<file path="src/include/lin_ctl_pkg.sv">
// Shared offsets, field positions, reset values and carriers of the LIN serial control block
package lin_ctl_pkg;
  localparam int unsigned ADDR_W = 4;
  localparam logic [ADDR_W-1:0] OFF_CTRL   = 4'h0;
  localparam logic [ADDR_W-1:0] OFF_EXT    = 4'h4;
  localparam logic [ADDR_W-1:0] OFF_BAUD   = 4'h8;
  localparam logic [ADDR_W-1:0] OFF_STATUS = 4'hc;
  // Control register bit positions
  localparam int unsigned B_TXEN = 0;
  localparam int unsigned B_RXEN = 1;
  localparam int unsigned B_MODE = 2;
  localparam int unsigned B_SRST = 4;
  localparam int unsigned B_SAMPLE_EDGE_SELECT = 5;
  localparam int unsigned B_CCO  = 6;
  localparam int unsigned B_TIE  = 7;
  localparam int unsigned B_BLEN = 8;
  // Extended communication control bit positions
  localparam int unsigned B_TBI  = 0;
  localparam int unsigned B_RBI  = 1;
  localparam int unsigned B_SSM  = 3;
  localparam int unsigned B_CLOCK_DELAY_ENABLE = 4;
  localparam int unsigned B_SIDE = 5;
  localparam int unsigned B_BRK  = 6;
  localparam int unsigned B_BDET = 8;
  // Baud reload layout
  localparam int unsigned RELOAD_W = 15;
  localparam logic [RELOAD_W-1:0] RELOAD_RST = 15'h0000;
  // Operating modes and break timing in bit times
  localparam logic [1:0] MODE_SYNC = 2'h2;
  localparam logic [1:0] MODE_LIN  = 2'h3;
  localparam logic [4:0] BRK_BASE_BITS = 5'h0d;
  localparam logic [4:0] BRK_DET_BITS  = 5'h0b;
  localparam logic [1:0] RESP_OKAY   = 2'h0;
  localparam logic [1:0] RESP_SLVERR = 2'h2;
  typedef struct packed {
    logic       tx_irq_enable;
    logic       continuous_clock_enable;
    logic       sample_edge_select;
    logic [1:0] operating_mode_select;
    logic       rx_enable;
    logic       tx_enable;
    logic [1:0] break_length_select;
  } ctrl_t;
  typedef struct packed {
    logic clock_side_select;
    logic clock_delay_enable;
    logic start_stop_mode;
  } ext_t;
  localparam ctrl_t CTRL_RST = '0;
  localparam ext_t  EXT_RST  = '0;
endpackage

</file>
<file path="src/logic/baud_reload_gen.sv">
// Down-counting baud reload generator with full and half period ticks
module baud_reload_gen #(
  parameter int unsigned W = 15
) (
  // Clock and reset
  input  wire logic         aclk,
  input  wire logic         aresetn,
  // Control
  input  wire logic         restart,
  input  wire logic [W-1:0] reload,
  // Outputs
  output logic [W-1:0]      count,
  output logic              tick,
  output logic              half_tick
);
  logic [W-1:0] cnt_q, cnt_d;
  logic         tick_q, tick_d, half_q, half_d;

  // Count down, reload at zero; a write restarts from the new value
  always_comb begin
    cnt_d  = cnt_q;
    tick_d = 1'b0;
    half_d = 1'b0;
    if (restart) begin
      cnt_d = reload;
    end else if (cnt_q == '0) begin
      cnt_d  = reload;
      tick_d = 1'b1;
    end else begin
      cnt_d  = cnt_q - W'(1);
      half_d = (cnt_q == (reload >> 1));
    end
  end

  always_ff @(posedge aclk) begin
    if (!aresetn) begin
      cnt_q  <= '0;
      tick_q <= 1'b0;
      half_q <= 1'b0;
    end else begin
      cnt_q  <= cnt_d;
      tick_q <= tick_d;
      half_q <= half_d;
    end
  end

  assign count     = cnt_q;
  assign tick      = tick_q;
  assign half_tick = half_q;
endmodule

</file>
<file path="src/logic/lin_break_unit.sv">
// LIN break generator and fixed-length break detector, counted in bit ticks
module lin_break_unit
  import lin_ctl_pkg::*;
(
  // Clock and reset
  input  wire logic       aclk,
  input  wire logic       aresetn,
  // Timing and control
  input  wire logic       bit_tick,
  input  wire logic       clear,
  input  wire logic       start,
  input  wire logic [1:0] len_sel,
  input  wire logic       detect_en,
  input  wire logic       sin_level,
  // Results
  output logic            breaking,
  output logic            detected
);
  logic [4:0] gen_q, gen_d, det_q, det_d;
  logic       act_q, act_d, hit_q, hit_d;
  logic [4:0] target;

  // Break length 13..16 bit times from the select code
  assign target = BRK_BASE_BITS + {3'h0, len_sel};

  always_comb begin
    gen_d = gen_q;
    act_d = act_q;
    det_d = det_q;
    hit_d = 1'b0;
    // Generation: hold the line low for the selected bit count
    if (clear) begin
      act_d = 1'b0;
      gen_d = '0;
    end else if (start && !act_q) begin
      act_d = 1'b1;
      gen_d = '0;
    end else if (act_q && bit_tick) begin
      gen_d = gen_q + 5'h01;
      if (gen_q + 5'h01 == target) begin
        act_d = 1'b0;
      end
    end
    // Detection always uses eleven low bit times, independent of the select
    if (clear || !detect_en || sin_level) begin
      det_d = '0;
    end else if (bit_tick && det_q != BRK_DET_BITS) begin
      det_d = det_q + 5'h01;
      hit_d = (det_q + 5'h01 == BRK_DET_BITS);
    end
  end

  always_ff @(posedge aclk) begin
    if (!aresetn) begin
      gen_q <= '0;
      act_q <= 1'b0;
      det_q <= '0;
      hit_q <= 1'b0;
    end else begin
      gen_q <= gen_d;
      act_q <= act_d;
      det_q <= det_d;
      hit_q <= hit_d;
    end
  end

  assign breaking = act_q;
  assign detected = hit_q;
endmodule

</file>
<file path="src/logic/lin_uart_ext_ctl.sv">
// LIN serial unit control: AXI4-Lite registers, baud generator, break and clock pins
//
// Contract
// - In LIN mode a written break_generate one sends a break; reads zero.
// - In mode 2 clock_side_select zero drives the clock, one takes external clock.
// - Mode 2 driving side with clock_delay_enable outputs a delayed clock.
// - Mode 2 start_stop_mode frames data with start/stop; reads zero elsewhere.
// - rx_idle_flag is one when input high and no reception; read-only.
// - tx_idle_flag is one when no transmission active; read-only.
// - 15-bit reload, high seven and low eight bits; reads give live count.
// - Writing reload restarts counting; byte and word writes both accepted.
// - tx_enable and rx_enable reset to zero; software sets and clears them.
// - tx_empty_flag resets to one, so enabling the irq raises it at once.
// - Break length selectable; receive detection fixed at eleven low bit times.
// - Break length codes 0..3 give 13, 14, 15, 16 bit times.
// - LIN mode uses eight data bits, no parity, one stop, LSB first.
//
// Added by the designer: the register offsets and the AXI4-Lite interface to the registers.
module lin_uart_ext_ctl
  import lin_ctl_pkg::*;
(
  // Clock and reset
  input  wire logic                     aclk,
  input  wire logic                     aresetn,
  // AXI4-Lite write
  input  wire logic                     s_axi_awvalid,
  output logic                          s_axi_awready,
  input  wire logic [lin_ctl_pkg::ADDR_W-1:0] s_axi_awaddr,
  input  wire logic                     s_axi_wvalid,
  output logic                          s_axi_wready,
  input  wire logic [31:0]              s_axi_wdata,
  input  wire logic [3:0]               s_axi_wstrb,
  output logic                          s_axi_bvalid,
  input  wire logic                     s_axi_bready,
  output logic [1:0]                    s_axi_bresp,
  // AXI4-Lite read
  input  wire logic                     s_axi_arvalid,
  output logic                          s_axi_arready,
  input  wire logic [lin_ctl_pkg::ADDR_W-1:0] s_axi_araddr,
  output logic                          s_axi_rvalid,
  input  wire logic                     s_axi_rready,
  output logic [31:0]                   s_axi_rdata,
  output logic [1:0]                    s_axi_rresp,
  // Line pins
  input  wire logic                     serial_in_pin,
  output logic                          serial_out_pin,
  input  wire logic                     sck_in,
  output logic                          sck_out,
  output logic                          sck_oe,
  // Frame engine side
  input  wire logic                     frame_tx_busy,
  input  wire logic                     frame_rx_busy,
  input  wire logic                     frame_sout,
  input  wire logic                     tx_data_load,
  input  wire logic                     tx_data_taken,
  output lin_ctl_pkg::ctrl_t            cfg_ctrl,
  output lin_ctl_pkg::ext_t             cfg_ext,
  output logic                          bit_tick,
  output logic                          sample_strobe,
  output logic                          soft_reset_pulse,
  output logic                          tx_irq
);
  import lin_ctl_pkg::*;

  // Register state and bus state
  ctrl_t                ctrl_q, ctrl_d;
  ext_t                 ext_q, ext_d;
  logic [RELOAD_W-1:0]  reload_q, reload_d;
  logic                 bdet_q, bdet_d, tx_empty_flag_q, tx_empty_flag_d;
  logic                 aw_q, aw_d, w_q, w_d, b_q, b_d, r_q, r_d;
  logic [ADDR_W-1:0]    awa_q, awa_d;
  logic [31:0]          wd_q, wd_d, rd_q, rd_d;
  logic [3:0]           ws_q, ws_d;
  logic [1:0]           br_q, br_d, rr_q, rr_d;
  logic                 srst_q, srst_d, brk_q, brk_d, load_q, load_d;
  // Line-side state
  logic                 sin_s1_q, sin_s2_q, sck_s1_q, sck_s2_q, sck_s3_q;
  logic                 sck_gen_q, sck_gen_d, sck_del_q, sck_del_d;
  logic                 sck_o_q, sck_o_d, oe_q, oe_d, sout_q, sout_d;
  logic                 strobe_q, strobe_d, irq_q, irq_d;
  // Derived
  logic                 mode2, mode3, side_eff, delay_eff, ssm_eff;
  logic                 do_wr, tick, half_tick, breaking, detected;
  logic                 tx_idle, rx_idle;
  logic [RELOAD_W-1:0]  live_count;
  logic [31:0]          rmux;
  logic                 rok;

  // Mode-2 only bits are stored but act and read as zero elsewhere
  assign mode2     = (ctrl_q.operating_mode_select == MODE_SYNC);
  assign mode3     = (ctrl_q.operating_mode_select == MODE_LIN);
  assign side_eff  = ext_q.clock_side_select & mode2;
  assign delay_eff = ext_q.clock_delay_enable & mode2;
  assign ssm_eff   = ext_q.start_stop_mode & mode2;
  assign tx_idle   = !(frame_tx_busy || breaking);
  assign rx_idle   = sin_s2_q && !frame_rx_busy;
  assign do_wr     = aw_q && w_q && !b_q;

  baud_reload_gen #(
    .W (RELOAD_W)
  ) u_baud (
    .aclk      (aclk),
    .aresetn   (aresetn),
    .restart   (load_q || srst_q),
    .reload    (reload_q),
    .count     (live_count),
    .tick      (tick),
    .half_tick (half_tick)
  );

  lin_break_unit u_break (
    .aclk      (aclk),
    .aresetn   (aresetn),
    .bit_tick  (tick),
    .clear     (srst_q),
    .start     (brk_q),
    .len_sel   (ctrl_q.break_length_select),
    .detect_en (mode3),
    .sin_level (sin_s2_q),
    .breaking  (breaking),
    .detected  (detected)
  );

  // Read multiplexer; unmapped offsets answer an error with zero data
  always_comb begin
    rmux = '0;
    rok  = 1'b1;
    case (s_axi_araddr)
      OFF_CTRL: begin
        rmux[B_TXEN]          = ctrl_q.tx_enable;
        rmux[B_RXEN]          = ctrl_q.rx_enable;
        rmux[B_MODE +: 2]     = ctrl_q.operating_mode_select;
        rmux[B_SAMPLE_EDGE_SELECT]          = ctrl_q.sample_edge_select;
        rmux[B_CCO]           = ctrl_q.continuous_clock_enable;
        rmux[B_TIE]           = ctrl_q.tx_irq_enable;
        rmux[B_BLEN +: 2]     = ctrl_q.break_length_select;
      end
      OFF_EXT: begin
        rmux[B_TBI]  = tx_idle;
        rmux[B_RBI]  = rx_idle;
        rmux[B_SSM]  = ssm_eff;
        rmux[B_CLOCK_DELAY_ENABLE] = delay_eff;
        rmux[B_SIDE] = side_eff;
        rmux[B_BDET] = bdet_q;
      end
      OFF_BAUD: rmux[RELOAD_W-1:0] = live_count;
      OFF_STATUS: begin
        rmux[0] = tx_empty_flag_q;
        rmux[1] = irq_q;
        rmux[2] = breaking;
      end
      default: rok = 1'b0;
    endcase
  end

  // Bus handshakes: address and data held independently, then one write
  always_comb begin
    aw_d  = aw_q;
    awa_d = awa_q;
    w_d   = w_q;
    wd_d  = wd_q;
    ws_d  = ws_q;
    b_d   = b_q;
    br_d  = br_q;
    r_d   = r_q;
    rd_d  = rd_q;
    rr_d  = rr_q;
    if (s_axi_awvalid && s_axi_awready) begin
      aw_d  = 1'b1;
      awa_d = s_axi_awaddr;
    end
    if (s_axi_wvalid && s_axi_wready) begin
      w_d  = 1'b1;
      wd_d = s_axi_wdata;
      ws_d = s_axi_wstrb;
    end
    if (do_wr) begin
      aw_d = 1'b0;
      w_d  = 1'b0;
      b_d  = 1'b1;
      br_d = (awa_q == OFF_CTRL || awa_q == OFF_EXT || awa_q == OFF_BAUD ||
              awa_q == OFF_STATUS) ? RESP_OKAY : RESP_SLVERR;
    end else if (b_q && s_axi_bready) begin
      b_d = 1'b0;
    end
    if (s_axi_arvalid && s_axi_arready) begin
      r_d  = 1'b1;
      rd_d = rmux;
      rr_d = rok ? RESP_OKAY : RESP_SLVERR;
    end else if (r_q && s_axi_rready) begin
      r_d = 1'b0;
    end
  end

  // Register writes and the pulses they raise
  always_comb begin
    ctrl_d   = ctrl_q;
    ext_d    = ext_q;
    reload_d = reload_q;
    srst_d   = 1'b0;
    brk_d    = 1'b0;
    load_d   = 1'b0;
    bdet_d   = bdet_q;
    tx_empty_flag_d   = tx_empty_flag_q;
    if (do_wr && awa_q == OFF_CTRL) begin
      if (ws_q[0]) begin
        ctrl_d.tx_enable               = wd_q[B_TXEN];
        ctrl_d.rx_enable               = wd_q[B_RXEN];
        ctrl_d.operating_mode_select   = wd_q[B_MODE +: 2];
        ctrl_d.sample_edge_select      = wd_q[B_SAMPLE_EDGE_SELECT];
        ctrl_d.continuous_clock_enable = wd_q[B_CCO];
        ctrl_d.tx_irq_enable           = wd_q[B_TIE];
        // Soft reset refused while the inverted sample edge is in force
        // Also refused when the same write sets the edge select
        srst_d = wd_q[B_SRST] && !ctrl_q.sample_edge_select && !wd_q[B_SAMPLE_EDGE_SELECT];
      end
      if (ws_q[1]) begin
        ctrl_d.break_length_select = wd_q[B_BLEN +: 2];
      end
    end
    if (do_wr && awa_q == OFF_EXT) begin
      if (ws_q[0]) begin
        // Reserved bits 7 and 2 are dropped; break_generate is a trigger only
        ext_d.clock_side_select  = wd_q[B_SIDE];
        ext_d.clock_delay_enable = wd_q[B_CLOCK_DELAY_ENABLE];
        ext_d.start_stop_mode    = wd_q[B_SSM];
        brk_d = wd_q[B_BRK] && mode3;
      end
      if (ws_q[1] && !wd_q[B_BDET]) begin
        bdet_d = 1'b0;
      end
    end
    if (do_wr && awa_q == OFF_BAUD) begin
      if (ws_q[1]) begin
        reload_d[RELOAD_W-1:8] = wd_q[RELOAD_W-1:8];
      end
      if (ws_q[0]) begin
        reload_d[7:0] = wd_q[7:0];
      end
      load_d = ws_q[0] || ws_q[1];
    end
    // Hardware set beats the software clear in the same cycle
    if (detected) begin
      bdet_d = 1'b1;
    end
    if (tx_data_load) begin
      tx_empty_flag_d = 1'b0;
    end
    if (tx_data_taken || srst_q) begin
      tx_empty_flag_d = 1'b1;
    end
  end

  // Line side: clock generation, sampling strobe, serial output, irq
  always_comb begin
    sck_gen_d = sck_gen_q;
    sck_del_d = sck_del_q;
    if (!mode2 || side_eff || !(frame_tx_busy || ctrl_q.continuous_clock_enable)) begin
      sck_gen_d = 1'b0;
      sck_del_d = 1'b0;
    end else begin
      // Undelayed clock rises mid-period; delayed copy trails by half a period
      if (half_tick) begin
        sck_gen_d = 1'b1;
        sck_del_d = 1'b0;
      end
      if (tick) begin
        sck_gen_d = 1'b0;
        sck_del_d = 1'b1;
      end
    end
    sck_o_d = (delay_eff ? sck_del_q : sck_gen_q) ^ ctrl_q.sample_edge_select;
    oe_d    = mode2 && !side_eff;
    // External clock sampled on the selected edge when on the receiving side
    strobe_d = side_eff && (ctrl_q.sample_edge_select ? (sck_s3_q && !sck_s2_q)
                                                      : (!sck_s3_q && sck_s2_q));
    sout_d = breaking ? 1'b0 : frame_sout;
    irq_d  = ctrl_q.tx_irq_enable && tx_empty_flag_q;
  end

  always_ff @(posedge aclk) begin
    if (!aresetn) begin
      ctrl_q   <= CTRL_RST;
      ext_q    <= EXT_RST;
      reload_q <= RELOAD_RST;
      bdet_q   <= 1'b0;
      tx_empty_flag_q   <= 1'b1;
      srst_q   <= 1'b0;
      brk_q    <= 1'b0;
      load_q   <= 1'b0;
      aw_q     <= 1'b0;
      awa_q    <= '0;
      w_q      <= 1'b0;
      wd_q     <= '0;
      ws_q     <= '0;
      b_q      <= 1'b0;
      br_q     <= RESP_OKAY;
      r_q      <= 1'b0;
      rd_q     <= '0;
      rr_q     <= RESP_OKAY;
      sin_s1_q <= 1'b1;
      sin_s2_q <= 1'b1;
      sck_s1_q <= 1'b0;
      sck_s2_q <= 1'b0;
      sck_s3_q <= 1'b0;
      sck_gen_q <= 1'b0;
      sck_del_q <= 1'b0;
      sck_o_q  <= 1'b0;
      oe_q     <= 1'b0;
      strobe_q <= 1'b0;
      sout_q   <= 1'b1;
      irq_q    <= 1'b0;
    end else begin
      ctrl_q   <= ctrl_d;
      ext_q    <= ext_d;
      reload_q <= reload_d;
      bdet_q   <= bdet_d;
      tx_empty_flag_q   <= tx_empty_flag_d;
      srst_q   <= srst_d;
      brk_q    <= brk_d;
      load_q   <= load_d;
      aw_q     <= aw_d;
      awa_q    <= awa_d;
      w_q      <= w_d;
      wd_q     <= wd_d;
      ws_q     <= ws_d;
      b_q      <= b_d;
      br_q     <= br_d;
      r_q      <= r_d;
      rd_q     <= rd_d;
      rr_q     <= rr_d;
      sin_s1_q <= serial_in_pin;
      sin_s2_q <= sin_s1_q;
      sck_s1_q <= sck_in;
      sck_s2_q <= sck_s1_q;
      sck_s3_q <= sck_s2_q;
      sck_gen_q <= sck_gen_d;
      sck_del_q <= sck_del_d;
      sck_o_q  <= sck_o_d;
      oe_q     <= oe_d;
      strobe_q <= strobe_d;
      sout_q   <= sout_d;
      irq_q    <= irq_d;
    end
  end

  // Ready only while nothing of the same kind is held or answered
  assign s_axi_awready    = !aw_q && !b_q;
  assign s_axi_wready     = !w_q && !b_q;
  assign s_axi_bvalid     = b_q;
  assign s_axi_bresp      = br_q;
  assign s_axi_arready    = !r_q;
  assign s_axi_rvalid     = r_q;
  assign s_axi_rdata      = rd_q;
  assign s_axi_rresp      = rr_q;
  assign serial_out_pin   = sout_q;
  assign sck_out          = sck_o_q;
  assign sck_oe           = oe_q;
  assign cfg_ctrl         = ctrl_q;
  assign cfg_ext          = '{clock_side_select: side_eff, clock_delay_enable: delay_eff,
                              start_stop_mode: ssm_eff};
  assign bit_tick         = tick;
  assign sample_strobe    = strobe_q;
  assign soft_reset_pulse = srst_q;
  assign tx_irq           = irq_q;
endmodule

</file>
<file path="config.mk">
export PLATFORM = sky130hd
export DESIGN_NAME = lin_uart_ext_ctl
export DESIGN_NICKNAME = d
export VERILOG_FILES = /design/src/include/lin_ctl_pkg.sv /design/src/logic/baud_reload_gen.sv /design/src/logic/lin_break_unit.sv /design/src/logic/lin_uart_ext_ctl.sv
export SDC_FILE = /design/constraint.sdc
export NUM_CORES = 1
export LEC_CHECK = 0
export BUFFER_PORTS_ARGS = -buffer_cell sky130_fd_sc_hd__buf_2
export CAP_MARGIN = 20
export CELL_PAD_IN_SITES_DETAIL_PLACEMENT = 0
export CELL_PAD_IN_SITES_GLOBAL_PLACEMENT = 2
export CORE_ASPECT_RATIO = 1.25
export CORE_MARGIN = 2
export CORE_UTILIZATION = 32
export CTS_CLUSTER_DIAMETER = 50
export DETAILED_ROUTE_END_ITERATION = 10
export HOLD_SLACK_MARGIN = 0.12
export PLACE_DENSITY_LB_ADDON = 0.1
export SYNTH_ARGS = -nofsm -noshare
export SYNTH_HDL_FRONTEND = slang
export SYNTH_SLANG_ARGS = --single-unit
</file>
<file path="constraint.sdc">
create_clock -name aclk -period 2.1 [get_ports aclk]
set_input_delay 0.21 -clock aclk [delete_from_list [all_inputs] [get_ports aclk]]
set_output_delay 0.21 -clock aclk [all_outputs]
set_load 0.1 [all_outputs]
</file>
* Yosys cells after proc, flatten, opt, wreduce, memory -nomap -nowiden
Cells that the tools add are included.
** Cells by class
- Add/sub/neg operators :: 4
- Equality and inequality tests :: 12
- Multiplexer cells :: 30
- Bitwise gates (word level) :: 6
- Reduce and logical (&&, ||, !) cells :: 84
** Operators by type and width (count)
- $mux W15 :: 2
- $logic_and A1 B1 Y1 :: 25
- $mux W1 :: 17
- $eq A4 B4 Y1 const B :: 4
- $logic_not A1 Y1 :: 16
- $reduce_and A2 Y1 :: 8
- $eq A15 B14 Y1 :: 1
- $logic_not A15 Y1 :: 1
- $sub A15 B1 Y15 const B :: 1
- $reduce_bool A2 Y1 :: 7
- $logic_or A1 B1 Y1 :: 12
- $pmux W1 S3 :: 4
- $reduce_or A2 Y1 :: 6
- $reduce_or A3 Y1 :: 4
- $add A5 B1 Y5 const B :: 2
- $eq A4 B3 Y1 const B :: 2
- $logic_not A4 Y1 :: 2
- $pmux W2 S4 :: 1
- $reduce_and A3 Y1 :: 2
- $add A4 B2 Y5 const A :: 1
- $eq A5 B4 Y1 const B :: 1
- $eq A5 B5 Y1 :: 1
- $mux W5 :: 1
- $ne A5 B4 Y1 const B :: 1
- 8 further kinds :: 14
** Word-level totals
- Register bits :: 117
- Bits of input ports :: 58
- Output and inout port bits :: 60

* Logic depth before layout (Yosys ltp)
Gate-level depths: netlist (run 1).
- Word-level depth :: 5
- Depth in mapped cells :: 8
- Mapped depth without buffers :: 6

* Cells and area by module
From an unflattened synthesis (run 1), not the netlist that was laid out.
** Second synthesis, totals
- Cell total of the unflattened synthesis :: 619
- Area total of the unflattened synthesis :: 5470.2 sq um
** Modules (own cells, without submodules)
- lin_uart_ext_ctl :: times used 1, cells each 421, area an instance 3727.3 sq um
- baud_reload_gen :: times used 1, cells each 115, area an instance 1057.3 sq um
- lin_break_unit :: times used 1, cells each 83, area an instance 685.7 sq um

* Worst setup path after synthesis (run 1)
Ideal clock, no wire load.
- Kind :: register -> register
- Start :: reg b_q (netlist: s_axi_bvalid)
- End :: reg wd_q[6]
- Data arrival time :: 3094 ps
- Data required time :: 2029 ps
- Setup slack :: -1065 ps
- Stages on the path, launching flop included :: 7
- Path buffers :: 2
- Cells stage by stage :: dfxtp_1 > nor2_1 > and2_1 > clkbuf_1 > clkbuf_1 > nand2_1 > a21oi_1
** On the way
- Word-level cells in the longest chain between the ends :: 3
** Ends and longest elaborated chain
- from (decl) :: line lin_uart_ext_ctl.sv:70 : logic aw_q, aw_d, w_q, w_d, b_q, b_d, r_q, r_d;
- from (signal assigned) :: line lin_uart_ext_ctl.sv:296 : b_q <= 1'b0;
- from (signal assigned) :: line lin_uart_ext_ctl.sv:327 : b_q <= b_d;
- $logic_not A1 Y1 :: line lin_uart_ext_ctl.sv:349 : assign s_axi_wready = !w_q && !b_q;
- $logic_and A1 B1 Y1 :: line lin_uart_ext_ctl.sv:349
- net s_axi_wready :: line lin_uart_ext_ctl.sv:30 : output logic s_axi_wready,
- $logic_and A1 B1 Y1 :: line lin_uart_ext_ctl.sv:172 : if (s_axi_wvalid && s_axi_wready) begin
- to (signal assigned) :: line lin_uart_ext_ctl.sv:325 : wd_q <= wd_d;
- to (decl) :: line lin_uart_ext_ctl.sv:72 : logic [31:0] wd_q, wd_d, rd_q, rd_d;
The timed path passes the listed nets, and every way through them passes these cells.
A chain may end at the register's enable or synchronous reset.

* Worst setup path in the final report (run 1)
- Start :: reg u_break.gen_q[0]
- End :: reg u_break.act_q (netlist: u_break.breaking)
** On the way
- Word-level cells in the longest chain between the ends :: 4
** Ends and longest elaborated chain
- from (decl) :: line lin_break_unit.sv:19 : logic [4:0] gen_q, gen_d, det_q, det_d;
- from (signal assigned) :: line lin_break_unit.sv:60 : gen_q <= gen_d;
- $add A5 B1 Y5 :: line lin_break_unit.sv:40 : if (gen_q + 5'h01 == target) begin
- $eq A5 B5 Y1 :: line lin_break_unit.sv:40
- $reduce_bool A2 Y1 (no line)
- $reduce_and A2 Y1 (no line)
- to (signal assigned) :: line lin_break_unit.sv:61 : act_q <= act_d;
- to (decl) :: line lin_break_unit.sv:20 : logic act_q, act_d, hit_q, hit_d;
No other way between the ends.

==> results.toml, run 1 <==
[timing]
slew_violations = 0
fmax_mhz = 538
tightest_slew_ns = 0.759
setup_violations = 0
fin_setup_tns_ns = 0
slew_headroom_pct = 49.4
final.setup_skew_ns = 0.00464
rsz0062_at_grt = "no"
finalCriticalPeriod_ns = 1.86
hold_viol = 0
fin_crit_sh_pct = 88.5

[power]
p_clk_share_pct = 39.2
ir_drop_mv = 0.466
netSwitchingPower_mw = 2.48
finalPower_mw = 7.71
p_comb_share_pct = 26.4
swShare_pct = 32.1
p_leak_nw = 3.08
p_per_area_nw_per_um2 = 1140
p_int_mw = 5.24
p_seq_share_pct = 34.4

[floorplanning]
die_area_um2 = 17600
io_pins = 118
dieHeight_um = 148
core-area_um2 = 16200
initial_core_util_pct = 32.7
placementRows = 52
die_x_um = 119

[routing]
wl_um = 13900
ant_nets = 0
via_per_inst = 4.72
first_iter_violations = 211
drc = 0
drtPass1Iterations = 4
wire_per_inst_um = 15.1
vias = 4342

[synth]
async_reset_ff_share_pct = 0
synth.area.top_cells = "dfxtp_1 44%, mux2i_1 7.8%, nor2_1 5.7%"
synthCells = 585
synth_xor_area_share_pct = 5.79
synth.most_common_cell = "dfxtp_1"
synthMuxAreaShare_pct = 8.61
ys_seq_elements = 115
synth-compound-area-share_pct = 11.5
yosysWarnings = 0
synth_edf_count = 0
yosysTopAreaCell = "dfxtp_1"
syn_avg_cell_area_um2 = 9.05
yosys.area_share.simple_pct = 21.6
synthTopCellsByCount = "115 x dfxtp_1, 80 x nor2_1, 53 x nand2_1"
netlist_area_um2 = 5290
ys_seq_area_share_pct = 43.5
synth-main-ff-cell = "dfxtp_1"
synth_top_family_by_area = "simple AND/OR/NAND/NOR gates"
yosysTopAreaCellShare_pct = 43.5
synthAdderAreaFrac_pct = 1.42
synth.distinct_cells = 54

[global_routing]
grt-ovfl-total = 0
antenna_found_initial = 0
grt_pass1_vias = 4215
grt_max_degree = 88
grt_pass1_wl_um = 22700
grt.total_usage_pct = 16.6

[setup_path]
max_stage_delay_ns = 0.44
timing.rr.start = "u_break.gen_q[0]"
r2r_cells = 5
crit_type = "register to register"
cp_cell_sequence = "ha_1 > or3_1 > a21o_1 > a2111oi_0 > nor4_1"
cpMaxStageDelayCell = "a2111oi_0"
crit_required_ns = 2.38
critPathLaunch = "u_break.gen_q[0]"
critPathArrivalTime_ns = 2.14
cp-end-kind = "register"
r2r_slack_ns = 0.24
crit_fanout = 8
reg2reg_to = "u_break.breaking"
setup.worst_path.start_class = "register"

[final_layout]
drive_gt1_share_pct = 22.6
utilization_pct = 41.7
area_growth_pct = 27.7
layout.nets = 755
diodes = 0

[clock_network]
cts-root-buf = "clkbuf_16"
cts_tree = "yes"
numClockSinks = 115
cts_buffers = 17
clk-insertion-delay-late_ns = 0.41
cts_htree_levels = 4
postCtsSetupBuffers = 0
cts_buffer_depth = 2
cts.clk_slew.worst_paths_ns = 0.05

[hold_path]
hp-class = "primary input to register"
holdCritStartpoint = "frame_tx_busy"
hold_end = "sck_del_q"
holdPathStages = 3

[outcome]
status = "finished, final reports clean"

[flow_run]
maxCapViolCount = 0

[place]
portBuffers = 79
gp_congestion = 0.736
hpwl_um = 9970
-- how the worst max path moves through the flow --
stage               cells after the start  slack (ns)          endpoint
floorplan                               6        0.05           wd_q[6]
global placement                        5        0.24  u_break.breaking
detailed placement                      5        0.23  u_break.breaking
CTS                                     5        0.20  u_break.breaking
global route                            5        0.09  u_break.breaking
finish                                  5        0.24  u_break.breaking
-- worst max-delay path: cells and delay by family, from the launching register on --
family / cells / cell delay (ns)
simple gates: 2 / 0.46
fa+ha+maj: 1 / 0.31
compound gates: 2 / 0.62
flops: 1 / 0.35
-- cell usage in the layout (no fill, tap or decap), types with 4 or more instances in the layout --
cell / n
o21ai_0: 6
nor3_1: 8
xnor2_1: 6
bufinv_16: 4
or3_1: 4
nand2b_1: 7
o22ai_1: 4
clkbuf_16: 17
xor2_1: 29
a21oi_1: 45
nand3_1: 10
nor2b_1: 5
a211oi_1: 6
nand4_1: 8
dlygate4sd3_1: 28
nor4_1: 10
nor2_1: 78
buf_2: 79
dfxtp_2: 4
nand2_1: 53
clkinv_2: 4
dfxtp_1: 111
conb_1: 19
mux2i_1: 41
a22oi_1: 12
a211oi_2: 10
buf_4: 16
ha_1: 6
inv_1: 18
and2_1: 5
-- what timing repair did --
item / CTS / global route
hold endpoints to repair: 27 / 0
hold buffers: 28 / 0
gates resized for setup: 0 / 0
-- cell type report --
class | count | area, um^2
multi-input cells | 414 | 2670
clock buffers | 22 | 464
flip-flops and latches | 115 | 2310
inverters | 19 | 71.3
repair buffers | 124 | 816
fillers | 1667 | 9450
clock inverters | 10 | 155
well taps | 216 | 270
-- flip-flops by register name (all words and copies together), names as in the netlist, 4 cells and up --
register / cells
awa_q: 4
cfg_ctrl: 9
reload_q: 15
s_axi_rdata: 15
u_baud.count: 15
u_break.det_q: 5
u_break.gen_q: 5
wd_q: 15
-- logic make-up after synthesis --
group | Yosys count
buffers and inverters | 74
muxes | 43
adders and majority gates | 6
other | 1
and+or+nand+nor | 219
xor gates and xnor gates | 35
AOI/OAI and AO/OA | 92
DFF | 115
-- stage by stage --
stage	cell area [um^2]	worst slack, ns	hold WS [ns]	cells
2_1_floorplan	5380	0.0494	0.283	603
6_report	6760	0.241	0.142	920
3_3_place_gp	5860	0.236	0.389	860
4_1_cts	6760	0.204	0.127	920
3_5_place_dp	5860	0.228	0.393	860
5_1_grt	6760	0.0867	0.128	920
-- metal layers --
| layer | up-vias | routed length [um] | global-route usage (%) |
|---|---|---|---|
| li1 | 2191 | - | - |
| met1 | 2046 | 6540 | 21.3 |
| met2 | 89 | 6670 | 27.2 |
| met3 | 16 | 483 | 3.67 |
| met4 | 0 | 201 | 6.25 |
| met5 | - | 0 | 0 |
-- power by group through the flow --
stage / Sequential, mW / Clock, mW / Combinational [mW]
floorplan: 2.64 / 0 / 1.61
global placement: 2.70 / 0 / 1.99
detailed placement: 2.70 / 0 / 2.00
CTS: 2.66 / 3.10 / 2.05
global route: 2.68 / 3.22 / 2.22
finish: 2.65 / 3.03 / 2.04
Power figures use the tool's default switching activity.
==> inputs of run 2 (changes only) <==
--- a/config.mk
+++ b/config.mk
@@ -8,12 +8,13 @@
 export BUFFER_PORTS_ARGS = -buffer_cell sky130_fd_sc_hd__buf_2
 export CAP_MARGIN = 20
 export CELL_PAD_IN_SITES_DETAIL_PLACEMENT = 0
-export CELL_PAD_IN_SITES_GLOBAL_PLACEMENT = 2
+export CELL_PAD_IN_SITES_GLOBAL_PLACEMENT = 1
 export CORE_ASPECT_RATIO = 1.25
 export CORE_MARGIN = 2
-export CORE_UTILIZATION = 32
+export CORE_UTILIZATION = 41
 export CTS_CLUSTER_DIAMETER = 50
 export DETAILED_ROUTE_END_ITERATION = 10
+export GPL_ROUTABILITY_DRIVEN = 0
 export HOLD_SLACK_MARGIN = 0.12
 export PLACE_DENSITY_LB_ADDON = 0.1
 export SYNTH_ARGS = -nofsm -noshare
==> results.toml, run 2 (synthesis gave the netlist of run 1 again) <==
[outcome]
status = "finished, final reports clean"

[routing]
via_per_inst = 4.98
wl_um = 13000
drc = 0
wire_per_inst_um = 15.0
drtPass1Iterations = 4
ant_nets = 0
vias = 4314
first_iter_violations = 179

[clock_network]
numClockSinks = 115
cts_tree = "yes"
clk-insertion-delay-late_ns = 0.41
cts.clk_slew.worst_paths_ns = 0.06
cts_buffers = 17
cts_buffer_depth = 2
cts.repair.resized = 0
cts_htree_levels = 4
cts-root-buf = "clkbuf_16"

[timing]
rsz0062_at_grt = "no"
fin_crit_sh_pct = 87.6
slew_violations = 0
setup_violations = 0
final.setup_skew_ns = 0.00676
slew_headroom_pct = 52.1
fmax_mhz = 544
hold_viol = 0
tightest_slew_ns = 0.719
whs_ns = 0.123
fin_setup_tns_ns = 0
finalCriticalPeriod_ns = 1.84

[place]
hpwl_um = 9240
portBuffers = 79
dp.cells = 807

[global_routing]
grt.total_usage_pct = 19.6
grt_pass1_wl_um = 21300
grt_pass1_vias = 4104
grt_max_degree = 88
antenna_found_initial = 0
grt-ovfl-total = 0

[setup_path]
path_buf_inv = 0
cp-end-kind = "register"
reg2reg_to = "u_break.breaking"
r2r_slack_ns = 0.26
timing.rr.start = "u_break.gen_q[0]"
setup.worst_path.start_class = "register"
critPathArrivalTime_ns = 2.13
crit_type = "register to register"
cpMaxStageDelayCell = "a2111oi_0"
crit_fanout = 8
max_stage_delay_ns = 0.42
crit_family = "compound AO/OA/AOI/OAI gates"
cp_cell_sequence = "ha_1 > or3_1 > a21o_1 > a2111oi_0 > nor4_1"
crit_required_ns = 2.39
r2r_cells = 5

[hold_path]
hold_end = "sin_s1_q"
hp-class = "primary input to register"
holdCritStartpoint = "aresetn"
holdPathStages = 2

[power]
p_per_area_nw_per_um2 = 1140
p_leak_nw = 3.05
swShare_pct = 32.6
p_seq_share_pct = 35.8
p_comb_share_pct = 25.5
netSwitchingPower_mw = 2.46
ir_drop_mv = 0.471
p_int_mw = 5.07
p_clk_share_pct = 38.8

[floorplanning]
die_area_um2 = 13800
core-area_um2 = 12700
io_pins = 118
dieHeight_um = 131
placementRows = 46
die_x_um = 106
initial_core_util_pct = 41.8

[final_layout]
drive_gt1_share_pct = 22.0
layout_commonest_cell = "dfxtp_1"
diodes = 0
layout.nets = 750
layout_common_cells = "111 x dfxtp_1, 79 x buf_2, 78 x nor2_1, 53 x nand2_1, 45 x a21oi_1"
area_growth_pct = 25.4
fin_cells = 867

[flow_run]
maxCapViolCount = 0
-- run 2: cell types whose count changed in the layout (fill, tap and decap cells not counted) --
cell / previous run / this run
bufinv_16: 4 / 3
clkinv_4: 0 / 1
clkinvlp_4: 2 / 1
clkinv_2: 4 / 5
buf_4: 16 / 11
-- run 2: worst max-delay path by stage --
stage | startpoint | slack, ns | endpoint | cells after the start
after floorplan | s_axi_bvalid | 0.05 | wd_q[6] | 6
after global placement | u_break.gen_q[0] | 0.28 | u_break.breaking | 5
after detailed placement | u_break.gen_q[0] | 0.27 | u_break.breaking | 5
after CTS | cfg_ctrl[5] | 0.23 | cfg_ext[1] | 3
after global routing | u_break.gen_q[0] | 0.11 | u_break.breaking | 5
final | u_break.gen_q[0] | 0.26 | u_break.breaking | 5
-- run 2: repair_timing --
| action | CTS | global route |
|---|---|---|
| buffers inserted | 0 | 0 |
| hold endpoints to repair | 27 | 0 |
| hold buffers | 28 | 0 |
-- run 2: worst reg2reg max path, delay by kind of cell (launching register included) --
family | cells | cell delay (ns)
adder cells (fa/ha/maj) | 1 | 0.30
AND/OR/NAND/NOR | 2 | 0.46
flip-flops | 1 | 0.35
AO/OA/AOI/OAI | 2 | 0.61
-- run 2: final cells by class --
class                      instances  area [um^2]
tap                              168          210
inverter                          19         71.3
sequential                       115         2310
clock buffer                      22          464
multi-input combinational        414         2670
clock inverter                    10          131
fill                            1234         6030
timing repair buffer             119          778
-- run 2: power groups by stage --
stage          Combinational, mW  Clock (mW)  Sequential, mW
4_1_cts                     1.93        2.97            2.70
5_1_grt                     2.11        3.08            2.72
6_report                    1.92        2.92            2.69
2_1_floorplan               1.61           0            2.64
3_3_place_gp                1.85           0            2.74
3_5_place_dp                1.88           0            2.74
-- run 2: through the flow --
step / util, % / area, um^2 / setup WS, ns / total power [mW]
floorplan: - / 5380 / 0.0494 / 4.25
global placement: 45.5 / 5760 / 0.277 / 4.59
detailed placement: 45.5 / 5760 / 0.268 / 4.62
CTS: 52.4 / 6630 / 0.227 / 7.60
global route: 52.4 / 6630 / 0.111 / 7.91
finish: 52.4 / 6630 / 0.260 / 7.53
-- run 2: routing by layer --
metal  up-vias  GRT usage [%]  share of wire [%]
li1       2185              -                  -
met4         0           5.34               0.94
met1      2024           25.5                 46
met2        94           32.9                 49
met5         -              0                  0
met3        11           4.71                4.0
